[src/rdso_pkg.sv]
// Purpose: Shared constants and types for the redriver standby and output control block
// Assumes: pclk at 200 MHz; four-level pins arrive as a two-bit level code
// Notes:   Register offsets are byte addresses on a 32-bit APB bus
package rdso_pkg;
    localparam int          CLK_MHZ        = 200;
    localparam int          ACT_LOSS_NS    = 1000;
    localparam int          ACT_LOSS_CYC   = ACT_LOSS_NS * CLK_MHZ / 1000;
    localparam int          FREQ_WIN_NS    = 5120;
    localparam int          FREQ_WIN_CYC   = FREQ_WIN_NS * CLK_MHZ / 1000;
    localparam int          F_OPEN_EDGES   = 20;
    localparam int          F_300_EDGES    = 24;
    localparam int          STRAP_SETTLE   = 3;

    localparam logic [7:0]  OFF_CTRL       = 8'h00;
    localparam logic [7:0]  OFF_SLEW       = 8'h04;
    localparam logic [7:0]  OFF_STAT       = 8'h08;

    localparam int          CTRL_PD        = 0;
    localparam int          CTRL_SBY_DIS   = 1;
    localparam int          CTRL_AC        = 2;
    localparam int          CTRL_AUTO14    = 3;
    localparam int          CTRL_TERM_LSB  = 4;
    localparam int          CTRL_LIMITED   = 6;
    localparam int          CTRL_SWAP      = 7;
    localparam int          CTRL_EMPH_LSB  = 8;
    localparam int          CTRL_W         = 10;
    localparam logic [9:0]  CTRL_RST       = 10'h001;

    localparam int          SLEW_CLK_LSB   = 0;
    localparam int          SLEW_LOW_LSB   = 3;
    localparam int          SLEW_MID_LSB   = 6;
    localparam int          SLEW_HIGH_LSB  = 9;
    localparam int          SLEW_W         = 12;
    localparam logic [11:0] SLEW_RST       = 12'h000;

    typedef enum logic [1:0] {LVL_0, LVL_R, LVL_F, LVL_1} rdso_lvl_t;
    typedef enum logic [1:0] {MODE_14, MODE_20, MODE_21} rdso_mode_t;
    typedef enum logic [1:0] {RATE_3G, RATE_6G, RATE_HI} rdso_rate_t;
    typedef enum logic [2:0] {TERM_OPEN, TERM_P300, TERM_P100, TERM_S150, TERM_S50} rdso_term_t;
    typedef enum logic [2:0] {
        EMPH_PRE35, EMPH_DE25, EMPH_ZERO, EMPH_PRE60,
        EMPH_FFE0, EMPH_FFE1, EMPH_FFE2, EMPH_FFE3
    } rdso_emph_t;
    typedef enum logic [1:0] {ST_OFF, ST_STANDBY, ST_ACTIVE} rdso_state_t;
endpackage

[src/rdso_lane_if.sv]
// Purpose: Carries one sampled lane level to its activity detector and the results back
// Assumes: lane_lvl is already synchronised to pclk
// Notes:   edge_cnt holds rising edges seen in the last measuring window
`timescale 1ns/1ps
`default_nettype none
interface rdso_lane_if;
    logic        lane_lvl;
    logic        active;
    logic [15:0] edge_cnt;
    modport det (input lane_lvl, output active, output edge_cnt);
    modport ctl (output lane_lvl, input active, input edge_cnt);
endinterface
`default_nettype wire

[src/rdso_act_det.sv]
// Purpose: Lane activity detector and edge counter for one input lane
// Assumes: Lane level sampled by pclk, far below pclk in toggle rate
// Notes:   Activity drops after LOSS_CYC cycles without a rising edge
`timescale 1ns/1ps
`default_nettype none
module rdso_act_det #(
    parameter int LOSS_CYC = rdso_pkg::ACT_LOSS_CYC,
    parameter int WIN_CYC  = rdso_pkg::FREQ_WIN_CYC
) (
    input  wire logic pclk,
    input  wire logic presetn,
    rdso_lane_if.det  lane
);
    import rdso_pkg::*;

    logic        prev_q, prev_d;
    logic [15:0] idle_q, idle_d;
    logic        act_q, act_d;
    logic [15:0] win_q, win_d;
    logic [15:0] cnt_q, cnt_d;
    logic [15:0] edges_q, edges_d;
    logic        rise;

    always_comb begin
        rise    = lane.lane_lvl & ~prev_q;
        prev_d  = lane.lane_lvl;
        idle_d  = idle_q;
        act_d   = act_q;
        win_d   = win_q + 16'h1;
        cnt_d   = cnt_q + {15'h0, rise};
        edges_d = edges_q;
        if (rise) begin
            idle_d = 16'h0;
            act_d  = 1'b1;
        end else if (idle_q == 16'(LOSS_CYC - 1)) begin
            act_d = 1'b0;
        end else begin
            idle_d = idle_q + 16'h1;
        end
        if (win_q == 16'(WIN_CYC - 1)) begin
            win_d   = 16'h0;
            cnt_d   = 16'h0;
            edges_d = cnt_q + {15'h0, rise};
        end
    end

    always_ff @(posedge pclk or negedge presetn) begin
        if (!presetn) begin
            prev_q  <= 1'b0;
            idle_q  <= 16'h0;
            act_q   <= 1'b0;
            win_q   <= 16'h0;
            cnt_q   <= 16'h0;
            edges_q <= 16'h0;
        end else begin
            prev_q  <= prev_d;
            idle_q  <= idle_d;
            act_q   <= act_d;
            win_q   <= win_d;
            cnt_q   <= cnt_d;
            edges_q <= edges_d;
        end
    end

    assign lane.active   = act_q;
    assign lane.edge_cnt = edges_q;
endmodule
`default_nettype wire

[src/rdso_ctrl.sv]
// Purpose: Standby state machine, detect indicator and transmitter setting decode
// Assumes: hdmi_mode, frl_rate and txffe_level come from snoop logic on pclk
// Notes:   Strap pins and lane levels are asynchronous and pass two flip-flops
//
// The address map and the APB interface to the registers were chosen for this implementation.
`timescale 1ns/1ps
`default_nettype none
module rdso_ctrl #(
    parameter int LOSS_CYC = rdso_pkg::ACT_LOSS_CYC,
    parameter int WIN_CYC  = rdso_pkg::FREQ_WIN_CYC
) (
    input  wire logic                pclk,
    input  wire logic                presetn,
    input  wire logic                psel,
    input  wire logic                penable,
    input  wire logic                pwrite,
    input  wire logic [7:0]          paddr,
    input  wire logic [31:0]         pwdata,
    output logic [31:0]              prdata,
    output logic                     pready,
    output logic                     pslverr,
    input  wire logic [1:0]          cfg_mode_pin,
    input  wire logic                power_down_pin,
    input  wire logic                coupling_select_pin,
    input  wire logic                config_zero_pin,
    input  wire logic                lane_swap_pin,
    input  wire logic [1:0]          emphasis_select_pin,
    input  wire logic [1:0]          linear_select_pin,
    input  wire logic                in_clock_lane,
    input  wire logic                input_data_lane_two,
    input  wire rdso_pkg::rdso_mode_t hdmi_mode,
    input  wire rdso_pkg::rdso_rate_t frl_rate,
    input  wire logic [1:0]          txffe_level,
    output logic                     signal_detect_indicator_o,
    output logic                     signal_detect_indicator_oe,
    output logic [3:0]               lane_out_en,
    output logic                     tx_internal_bias,
    output rdso_pkg::rdso_term_t     tx_term,
    output logic                     slew_ctl_en,
    output logic [2:0]               tx_slew_clk,
    output logic [2:0]               tx_slew_data,
    output logic [3:0]               emph_lane_en,
    output rdso_pkg::rdso_emph_t     tx_emph,
    output logic [2:0]               aeq_offset
);
    import rdso_pkg::*;

    // Pin synchroniser
    localparam int PIN_W = 14;
    logic [PIN_W-1:0] pin_raw, s1_q, s2_q;
    assign pin_raw = {cfg_mode_pin, power_down_pin, coupling_select_pin, config_zero_pin,
                      lane_swap_pin, emphasis_select_pin, linear_select_pin, in_clock_lane,
                      input_data_lane_two, 2'b00};
    always_ff @(posedge pclk or negedge presetn) begin
        if (!presetn) begin
            s1_q <= '0;
            s2_q <= '0;
        end else begin
            s1_q <= pin_raw;
            s2_q <= s1_q;
        end
    end
    logic      pd_s, cfg0_s;
    rdso_lvl_t mode_s, emph_s, lin_s;
    assign mode_s = rdso_lvl_t'(s2_q[13:12]);
    assign pd_s   = s2_q[11];
    assign cfg0_s = s2_q[9];
    assign emph_s = rdso_lvl_t'(s2_q[7:6]);
    assign lin_s  = rdso_lvl_t'(s2_q[5:4]);

    // Activity detectors, clock lane at index 0, data lane two at index 1
    rdso_lane_if lane_if [2] ();
    assign lane_if[0].lane_lvl = s2_q[3];
    assign lane_if[1].lane_lvl = s2_q[2];
    for (genvar g = 0; g < 2; g++) begin : g_det
        rdso_act_det #(.LOSS_CYC(LOSS_CYC), .WIN_CYC(WIN_CYC)) u_det (
            .pclk    (pclk),
            .presetn (presetn),
            .lane    (lane_if[g])
        );
    end

    // Strap latch, taken once after the synchroniser has filled
    logic [1:0] settle_q, settle_d;
    logic       latched_q, latched_d;
    rdso_lvl_t  mode_q, mode_d, emph_q, emph_d, lin_q, lin_d;
    logic       ac_q, ac_d, swap_q, swap_d;
    always_comb begin
        settle_d  = settle_q;
        latched_d = latched_q;
        mode_d    = mode_q;
        emph_d    = emph_q;
        lin_d     = lin_q;
        ac_d      = ac_q;
        swap_d    = swap_q;
        if (!latched_q) begin
            if (settle_q == 2'(STRAP_SETTLE - 1)) begin
                latched_d = 1'b1;
                mode_d    = mode_s;
                emph_d    = emph_s;
                lin_d     = lin_s;
                ac_d      = s2_q[10];
                swap_d    = s2_q[8];
            end else begin
                settle_d = settle_q + 2'h1;
            end
        end
    end
    always_ff @(posedge pclk or negedge presetn) begin
        if (!presetn) begin
            settle_q  <= 2'h0;
            latched_q <= 1'b0;
            mode_q    <= LVL_F;
            emph_q    <= LVL_F;
            lin_q     <= LVL_0;
            ac_q      <= 1'b0;
            swap_q    <= 1'b0;
        end else begin
            settle_q  <= settle_d;
            latched_q <= latched_d;
            mode_q    <= mode_d;
            emph_q    <= emph_d;
            lin_q     <= lin_d;
            ac_q      <= ac_d;
            swap_q    <= swap_d;
        end
    end

    // Registers
    logic [CTRL_W-1:0] ctrl_q, ctrl_d;
    logic [SLEW_W-1:0] slew_q, slew_d;
    logic [31:0]       rdata_q, rdata_d, stat_w;
    logic              ready_q, ready_d, err_q, err_d;
    logic              acc, hit;
    rdso_state_t       state_q, state_d;
    always_comb begin
        ctrl_d  = ctrl_q;
        slew_d  = slew_q;
        rdata_d = rdata_q;
        err_d   = 1'b0;
        ready_d = 1'b0;
        acc     = psel & penable & ~ready_q;
        hit     = (paddr == OFF_CTRL) | (paddr == OFF_SLEW) | (paddr == OFF_STAT);
        if (acc) begin
            ready_d = 1'b1;
            err_d   = ~hit | (pwrite & (paddr == OFF_STAT));
            rdata_d = 32'h0;
            if (pwrite) begin
                if (paddr == OFF_CTRL) ctrl_d = pwdata[CTRL_W-1:0];
                if (paddr == OFF_SLEW) slew_d = pwdata[SLEW_W-1:0];
            end else begin
                unique case (paddr)
                    OFF_CTRL: rdata_d = {{(32-CTRL_W){1'b0}}, ctrl_q};
                    OFF_SLEW: rdata_d = {{(32-SLEW_W){1'b0}}, slew_q};
                    OFF_STAT: rdata_d = stat_w;
                    default:  rdata_d = 32'h0;
                endcase
            end
        end
    end
    always_ff @(posedge pclk or negedge presetn) begin
        if (!presetn) begin
            ctrl_q  <= CTRL_RST;
            slew_q  <= SLEW_RST;
            rdata_q <= 32'h0;
            ready_q <= 1'b0;
            err_q   <= 1'b0;
        end else begin
            ctrl_q  <= ctrl_d;
            slew_q  <= slew_d;
            rdata_q <= rdata_d;
            ready_q <= ready_d;
            err_q   <= err_d;
        end
    end
    assign prdata  = rdata_q;
    assign pready  = ready_q;
    assign pslverr = err_q;

    // Effective configuration
    logic reg_cfg, pd, sby_en, swap, ac, limited, watch_clk, act, auto14, frl;
    logic [1:0] term_fld;
    always_comb begin
        reg_cfg   = latched_q & (mode_q == LVL_F);
        pd        = reg_cfg ? ctrl_q[CTRL_PD] : pd_s;
        sby_en    = reg_cfg ? ~ctrl_q[CTRL_SBY_DIS] : 1'b1;
        swap      = reg_cfg ? ctrl_q[CTRL_SWAP] : swap_q;
        ac        = reg_cfg ? ctrl_q[CTRL_AC] : ac_q;
        limited   = reg_cfg ? ctrl_q[CTRL_LIMITED] : (lin_q == LVL_0);
        auto14    = reg_cfg ? ctrl_q[CTRL_AUTO14] : ~cfg0_s;
        term_fld  = ctrl_q[CTRL_TERM_LSB +: 2];
        frl       = (hdmi_mode == MODE_21);
        watch_clk = ~frl ^ swap;
        act       = watch_clk ? lane_if[0].active : lane_if[1].active;
    end

    // Standby state machine
    always_comb begin
        state_d = state_q;
        unique case (state_q)
            ST_OFF:     state_d = ST_STANDBY;
            ST_STANDBY: if (act || !sby_en) state_d = ST_ACTIVE;
            ST_ACTIVE:  if (sby_en && !act) state_d = ST_STANDBY;
        endcase
        if (pd || !latched_q) state_d = ST_OFF;
    end

    // Clock-rate hysteresis for legacy automatic termination
    logic f_hi_q, f_hi_d;
    always_comb begin
        f_hi_d = f_hi_q;
        if (lane_if[0].edge_cnt >= 16'(F_300_EDGES)) f_hi_d = 1'b1;
        else if (lane_if[0].edge_cnt <= 16'(F_OPEN_EDGES)) f_hi_d = 1'b0;
    end

    // Output decode
    rdso_term_t term_d, auto_term;
    rdso_emph_t emph_d2;
    logic [2:0] slew_data_d, aeq_d;
    always_comb begin
        auto_term = (auto14 && !f_hi_q) ? TERM_OPEN : TERM_P300;
        if (!reg_cfg) begin
            if (ac) term_d = (hdmi_mode == MODE_14) ? TERM_S150 : TERM_S50;
            else if (hdmi_mode != MODE_14) term_d = TERM_P100;
            else term_d = cfg0_s ? TERM_P300 : auto_term;
        end else if (!ac) begin
            unique case (term_fld)
                2'b00:   term_d = TERM_OPEN;
                2'b01:   term_d = TERM_P300;
                2'b10:   term_d = (hdmi_mode == MODE_14) ? auto_term : TERM_P100;
                default: term_d = TERM_P100;
            endcase
        end else begin
            unique case (term_fld)
                2'b00, 2'b01: term_d = TERM_S150;
                2'b10:        term_d = (hdmi_mode == MODE_14) ? TERM_S150 : TERM_S50;
                default:      term_d = TERM_S50;
            endcase
        end
        unique case (hdmi_mode)
            MODE_14: slew_data_d = slew_q[SLEW_LOW_LSB +: 3];
            MODE_20: slew_data_d = slew_q[SLEW_MID_LSB +: 3];
            default: slew_data_d = (frl_rate == RATE_3G) ? slew_q[SLEW_LOW_LSB +: 3] :
                                   (frl_rate == RATE_6G) ? slew_q[SLEW_MID_LSB +: 3] :
                                   slew_q[SLEW_HIGH_LSB +: 3];
        endcase
        if (frl) emph_d2 = rdso_emph_t'({1'b1, txffe_level});
        else if (reg_cfg) emph_d2 = rdso_emph_t'({1'b0, ctrl_q[CTRL_EMPH_LSB +: 2]});
        else emph_d2 = rdso_emph_t'({1'b0, emph_q});
        aeq_d = 3'h0;
        if (!reg_cfg && (lin_q == LVL_F || lin_q == LVL_1)) begin
            unique case (emph_q)
                LVL_0:   aeq_d = 3'h1;
                LVL_R:   aeq_d = 3'h4;
                LVL_F:   aeq_d = 3'h0;
                default: aeq_d = 3'h2;
            endcase
        end
    end

    always_comb begin
        stat_w = 32'h0;
        stat_w[1:0]   = state_q;
        stat_w[2]     = signal_detect_indicator_oe;
        stat_w[3]     = act;
        stat_w[4]     = reg_cfg;
        stat_w[5]     = f_hi_q;
        stat_w[8:6]   = tx_term;
        stat_w[11:9]  = tx_emph;
        stat_w[15:12] = lane_out_en;
    end

    always_ff @(posedge pclk or negedge presetn) begin
        if (!presetn) begin
            state_q                    <= ST_OFF;
            f_hi_q                     <= 1'b0;
            signal_detect_indicator_o  <= 1'b0;
            signal_detect_indicator_oe <= 1'b0;
            lane_out_en                <= 4'h0;
            tx_internal_bias           <= 1'b0;
            tx_term                    <= TERM_OPEN;
            slew_ctl_en                <= 1'b0;
            tx_slew_clk                <= 3'h0;
            tx_slew_data               <= 3'h0;
            emph_lane_en               <= 4'h0;
            tx_emph                    <= EMPH_ZERO;
            aeq_offset                 <= 3'h0;
        end else begin
            state_q                    <= state_d;
            f_hi_q                     <= f_hi_d;
            signal_detect_indicator_o  <= 1'b0;
            signal_detect_indicator_oe <= sby_en && (state_d == ST_ACTIVE);
            lane_out_en                <= (state_d == ST_ACTIVE) ? 4'hf : 4'h0;
            tx_internal_bias           <= ac;
            tx_term                    <= term_d;
            slew_ctl_en                <= reg_cfg && limited;
            tx_slew_clk                <= (reg_cfg && limited) ? slew_q[SLEW_CLK_LSB +: 3] : 3'h0;
            tx_slew_data               <= (reg_cfg && limited) ? slew_data_d : 3'h0;
            emph_lane_en               <= limited ? {frl, 3'b111} : 4'h0;
            tx_emph                    <= emph_d2;
            aeq_offset                 <= aeq_d;
        end
    end
endmodule
`default_nettype wire

[config.mk]
export PLATFORM = sky130hd
export DESIGN_NAME = rdso_ctrl
export DESIGN_NICKNAME = d
export VERILOG_FILES = /design/src/rdso_pkg.sv /design/src/rdso_lane_if.sv /design/src/rdso_act_det.sv /design/src/rdso_ctrl.sv
export SDC_FILE = /design/constraint.sdc
export NUM_CORES = 1
export LEC_CHECK = 0
export ABC_AREA = 1
export BUFFER_PORTS_ARGS = -buffer_cell sky130_fd_sc_hd__buf_4
export CELL_PAD_IN_SITES_DETAIL_PLACEMENT = 2
export CELL_PAD_IN_SITES_GLOBAL_PLACEMENT = 2
export CORE_UTILIZATION = 33
export CTS_BUF_LIST = sky130_fd_sc_hd__clkbuf_8
export DETAILED_ROUTE_END_ITERATION = 8
export PLACE_DENSITY = 0.77
export SKIP_LAST_GASP = 1
export SYNTH_ARGS = -nofsm -noshare
export SYNTH_HDL_FRONTEND = slang
export SYNTH_SLANG_ARGS = --single-unit
export TNS_END_PERCENT = 20
[constraint.sdc]
create_clock -name pclk -period 1.93 [get_ports pclk]
set_clock_uncertainty 0.05 [all_clocks]
set_input_delay 0.193 -clock pclk [delete_from_list [all_inputs] [get_ports pclk]]
set_output_delay 0.193 -clock pclk [all_outputs]
set_load 0.005 [all_outputs]
# Yosys cells after proc, flatten, opt, wreduce, memory -nomap -nowiden
# Index checks and enable logic that the tools add are counted.
[op_classes]
addsub = 5
mul = 0
n_div = 0
magnitude_cmp = 2
eq_ne = 21
n_shift = 0
n_mux = 50
bitwise_logic = 19
n_reduce_logical = 29
[op_table]
columns = ["op", "count"]
rows = [
  ["2-to-1 mux 16 bit", 7],
  ["adder 16 x 1 -> 16 bit, second input constant", 3],
  ["case mux 16 bit (3 select lines)", 1],
  ["equality test 16 x 8 -> 1 bit, second input constant", 2],
  ["2-to-1 mux 3 bit", 10],
  ["2-to-1 mux 1 bit", 19],
  ["equality test 2 bit, second input constant", 9],
  ["adder 16 x 1 -> 16 bit", 1],
  ["equality test 16 x 10 -> 1 bit, second input constant", 1],
  ["greater-or-equal comparator 16 x 5 -> 1 bit, second input constant", 1],
  ["less-or-equal comparator 16 x 5 -> 1 bit, second input constant", 1],
  ["zero test 2 bit", 6],
  ["2-to-1 mux 2 bit", 6],
  ["case mux 2 bit (3 select lines)", 2],
  ["case mux 3 bit (2 select lines)", 2],
  ["equality test 2 x 1 -> 1 bit, second input constant", 5],
  ["NOT 1 bit", 9],
  ["case mux 3 bit (3 select lines)", 1],
  ["equality test 8 x 3 -> 1 bit, second input constant", 1],
  ["equality test 8 x 4 -> 1 bit, second input constant", 1],
  ["zero test 8 bit", 1],
  ["2-to-1 mux 4 bit", 2],
  ["nonzero test 2 bit", 4],
  ["AND 1 bit", 6],
  ["10 further kinds", 25],
]
[word_totals]
register_bits = 204
latch_bits = 0
ram_bits = 0
rom_bits = 0
in_bits = 63
out_inout_bits = 61
word_cells = 161
memories = 0

# Longest topological paths before layout
[logic_depth]
word_depth = 12
mapped_depth = 12
mapped_depth_nobuf = 12

# By module
# Synthesis repeated with hierarchy kept, for this count alone.
[hier_totals]
cells_unflattened = 1259
area_unflattened_um2 = 10795.4
[by_module_without_submodules]
columns = ["module", "instances", "cells_each", "area_per_inst_um2", "seq_area_each_um2"]
rows = [
  ["rdso_act_det", 2, 417, 3319.4, 1651.6],
  ["rdso_ctrl", 1, 425, 4156.5, 2407.3],
]

# Worst setup path before layout
# Ideal clock, no wire load.
[synth_path]
path_kind = "register to register"
from = "reg g_det[0].u_det.prev_q"
to = "reg g_det[0].u_det.cnt_q[14]"
t_arrival_ps = 1867
required_time_ps = 1749
slack_ps = -119
stages_incl_launch_ff = 11
synth_period_minus_slack_ps = 2049
path_cell_list = "dfrtp_1 nor2_1 ha_1 ha_1 nand2_1 nor3_2 nand3_1 nand3b_1 xor2_1 inv_1 nor2_1"
[synth_via]
elab_chain_cells = 4
[synth_rtl]
columns = ["element", "line_no", "text"]
rows = [
  ["start, declared", "rdso_act_det.sv:16", "logic prev_q, prev_d;"],
  ["start signal, assigned", "rdso_act_det.sv:56", "prev_q <= prev_d;"],
  ["NOT 1 bit", "rdso_act_det.sv:25", "rise = lane.lane_lvl & ~prev_q;"],
  ["AND 1 bit", "rdso_act_det.sv:25", ""],
  ["adder 16 x 1 -> 16 bit", "rdso_act_det.sv:30", "cnt_d = cnt_q + {15'h0, rise};"],
  ["2-to-1 mux 16 bit", "rdso_act_det.sv:40", "if (win_q == 16'(WIN_CYC - 1)) begin"],
  ["net g_det[0].u_det.cnt_d[14]", "rdso_act_det.sv:20", "logic [15:0] cnt_q, cnt_d;"],
  ["end signal, assigned", "rdso_act_det.sv:60", "cnt_q <= cnt_d;"],
  ["end, declared", "rdso_act_det.sv:20", ""],
]
# The timed path passes the listed nets, and every way through them passes these cells.
# A chain may end at the register's enable or synchronous reset.

# Final worst setup path
[layout_path]
from = "reg g_det[0].u_det.prev_q"
to = "reg g_det[0].u_det.edges_q[14]"
[layout_via]
elab_chain_cells = 3
[layout_rtl]
columns = ["element", "line_no", "text"]
rows = [
  ["NOT 1 bit", "rdso_act_det.sv:25", ""],
  ["AND 1 bit", "rdso_act_det.sv:25", ""],
  ["adder 16 x 1 -> 16 bit", "rdso_act_det.sv:43", "edges_d = cnt_q + {15'h0, rise};"],
  ["end signal, assigned", "rdso_act_det.sv:61", "edges_q <= edges_d;"],
  ["end, declared", "rdso_act_det.sv:21", "logic [15:0] edges_q, edges_d;"],
]
# Every way passes these cells.

==> summary.md <==
| Metric | Value |
|---|---|
| Status | complete, but fails checks |
| Failing checks | negative setup slack |
| Largest family of logic cells by synthesized area | simple AND/OR/NAND/NOR gates |
| Synth cell types | 53 |
| First-pass GRT wire length | 36,700 um |
| PwrDens | 802 nW/um^2 |
| Sequential power share | 52.8% |
| Final ANT Viol Nets | 0 |
| Gate power share | 12.1% |
| Layout cells sized above 1 | 22.5% |
| CORE AREA | 23,600 um^2 |
| Mux contribution to synthesized area | 1.13% |
| Leak | 0.00492 uW |
| Syn Inst Count | 827 |
| Number of max-cap violations | 0 |
| CTS tree | yes |
| Global-route track usage on met1 | 23.2% |
| Seq/Total Area, Yosys | 56.4% |
| Min-delay worst type | input pin to flop |
| Avg Vias per Cell | 4.75 |
| Top_reg_cell synth | dfrtp_1 |
| Final setup margin | -87.3 ps |
| Worst Path Arrival | 2380 ps |
| Ant diodes | 0 |
| Initial core utilization | 33.8% |
| CP Data Required Time | 2290 ps |
| Critical path launch point type | flop |
| Clock share of power | 35.1% |
| Final Cell Area | 9940 um^2 |
| Vias in the first global route | 7,107 |
| Vias | 6,191 |
| H-tree depth | 4 |
| Compound-gate portion of the synthesized area | 9.11% |
| Worst Max-Slew Pin Slew | 542 ps |
| Global Route met3 Usage | 3.31% |
| Simple-Gate Fraction of Synth Area | 20.3% |
| Syn_area_per_cell | 9.66 um^2 |
| Gr usage total | 19.3% |
| Internal | 5720 uW |
| Tmin final | 2020 ps |
| Synth Register Bits | 180 |
| DP HPWL | 15,700 um |
| Net Switching | 2250 uW |
| VDD IR max | 0.445 mV |
| Yosys warning count | 0 |
| Hold WS | 113 ps |
| Post-route DRC | 0 |
| Initial antenna violation count | 0 |
| Clk Tree Root Cell | clkbuf_8 |
| Slew Viols, Final | 0 |
| Placement Cell Area | 9050 um^2 |
| Port bufs | 86 |
| Crit path kind | flop to flop |
| Adder-cell share of the synthesized area | 1.41% |
| Post-synth ARST share | 100% |
| Post-route non-filler standard cell count | 1,302 |
| Final period util | 105% |
| Leading cell type in the layout, fill and taps excluded | dfrtp_1 |
| Nets | 1,042 |
| Setup TNS | -156 ps |
| Initial drt markers | 137 |
| Most Crowded Layer GR | met2 |
| Drt pass-1 iters | 4 |
| Syn Std Cell Area | 7990 um^2 |
| Critical Path Fanout Max | 2 |
| CTS Buffer Depth | 2 |
| Inst Count DP | 1,231 |
| Met2 Track Usage GR | 35.4% |
| Detailed Route WL | 22,400 um |
| Routability cong. | 0.775 |
| Dpl ws | -182 ps |
| Std-Cell Rows | 56 |
| Inserted Clock Buffers | 17 |
| Slew HR | 63.6% |
| Clock slew at reported path FFs | 100 ps |
| Finish-stage setup viols | 4 |
| WL/cell | 17.2 um |
| Die width | 158 um |
| Io pins | 124 |
| RSZ-0062 raised after global routing | true |
| Global route total overflow | 0 |
| Post-synth EDFFs | 0 |
| Clk sink count | 180 |
| Largest net degree at the start of global routing | 46 |
| Chip Height | 158 um |
| Crit end category | flop |
| DIE AREA | 24,800 um^2 |
| Xor/xnor share of the synthesized area | 3.18% |
| Layout area overhead | 24.3% |
| Commonest cells after routing, fill and taps aside | dfrtp_1 (176), nand2_1 (138), buf_4 (108) |
| Sw Share | 28.2% |
| Clk Latency, worst-skew pair | 470 ps |
| Fmax | 496 MHz |
| Fin. Hold Viols | 0 |
[synth_stat cells (2+ instances only)]
cell / number / area (um^2)
a31oi_1: 5 / 31.3
nor3_4: 4 / 65.1
or2_1: 2 / 12.5
inv_2: 9 / 33.8
mux2_2: 8 / 90.1
nor3_1: 19 / 95.1
nor2_1: 69 / 259
nor3_2: 2 / 20.0
clkbuf_1: 3 / 11.3
ha_1: 9 / 113
nor4_4: 2 / 42.5
xor2_1: 23 / 201
inv_1: 98 / 368
xnor2_1: 6 / 52.6
o21ai_2: 3 / 26.3
nor2_2: 5 / 31.3
o21ai_1: 32 / 160
a221oi_1: 2 / 17.5
dfrtp_1: 176 / 4400
nand3_1: 33 / 165
a211oi_1: 2 / 15.0
clkinv_1: 3 / 11.3
or2_2: 2 / 12.5
o221ai_1: 2 / 17.5
o21ai_0: 40 / 200
nand2_1: 141 / 529
dfstp_2: 4 / 105
nand2_2: 5 / 31.3
a21oi_1: 26 / 130
a22o_1: 8 / 70.1
nor2_4: 3 / 33.8
nand4_1: 5 / 31.3
nand4_2: 2 / 25.0
buf_2: 7 / 35.0
buf_4: 26 / 195
nand3_2: 12 / 120
nor4_1: 13 / 81.3
[registers in the layout, indices dropped and copies added (netlist names), 3 cells and up]
name                       flops
g_det.u_det.idle_q            32
g_det.u_det.cnt_q             16
g_det.u_det.lane.edge_cnt     16
g_det.u_det.win_q             16
prdata                        13
s1_q                          12
s2_q                          12
slew_q                        12
ctrl_q                        10
aeq_offset                     3
tx_emph                        3
tx_slew_clk                    3
tx_slew_data                   3
tx_term                        3
[logic make-up (layout without fill, tap and decap cells)]
logic type / count (synthesis) / after routing
simple gates: 325 / 325
flops: 180 / 180
buf+inv: 148 / 288
compound gates: 127 / 127
xor+xnor: 29 / 29
fa+ha+maj: 9 / 9
mux: 8 / 8
other cells: 1 / 17
[stage by stage]
step | util (%) | power, uW
finish | 42.1 | 7970
global route | 42.1 | 8360
CTS | 41.8 | 8030
detailed placement | 38.3 | 5090
global placement | 38.3 | 5040
floorplan | - | 4680
[layout make-up]
cell class                      count  area (um^2)
Fill cell                        2549        13700
Tap cell                          319          399
Inverter                          110          413
Sequential cell                   180         4510
Timing Repair Buffer              146         1230
Clock inverter                     14          178
Clock buffer                       18          248
Multi-Input combinational cell    515         2960
[power groups by stage]
stage	Combinational (uW)	Sequential [uW]	Clock [uW]
detailed placement	839	4250	0
global route	1090	4240	3030
global placement	797	4240	0
finish	965	4210	2800
floorplan	498	4180	0
CTS	935	4200	2900
[worst paths after layout]
| kind | start | endpoint | slack (ps) | cells past startpoint |
|---|---|---|---|---|
| min | psel | prdata[14] | 110 | 5 |
| max reg2reg | g_det[0].u_det.prev_q | g_det[0].u_det.lane.edge_cnt[14] | -90 | 10 |
| max in group asynchronous | presetn | tx_emph[1] | 990 | 3 |
| min reg2reg | s1_q[4] | s2_q[4] | 310 | 0 |
| min in group asynchronous | presetn | g_det[1].u_det.idle_q[11] | 160 | 2 |
| max | g_det[0].u_det.prev_q | g_det[0].u_det.lane.edge_cnt[14] | -90 | 10 |
[worst max-delay path, cell delays in order, from the launching register on]
cell and delay (ps):
dfrtp_1 410, nor2_4 150, ha_4 160, ha_4 140
nand2_4 60, nor3_4 200, nand3_2 110, nand3b_1 250
xor2_2 220, nand2_1 110, nand2_2 90
[layer usage]
metal | up-vias | share of wire [%]
met3 | 18 | 2.4
met1 | 3138 | 43
met4 | 0 | 1.1
met2 | 93 | 53
met5 | - | 0
li1 | 2942 | -
[timing repair]
item,CTS,global route
endpoints found under the setup margin,12,39
resized for setup,12,7
endpoints found under the hold margin,177,0
hold buffers,32,0
setup buffers,3,4
pin swaps,5,10
(Power assumes the default switching activity.)
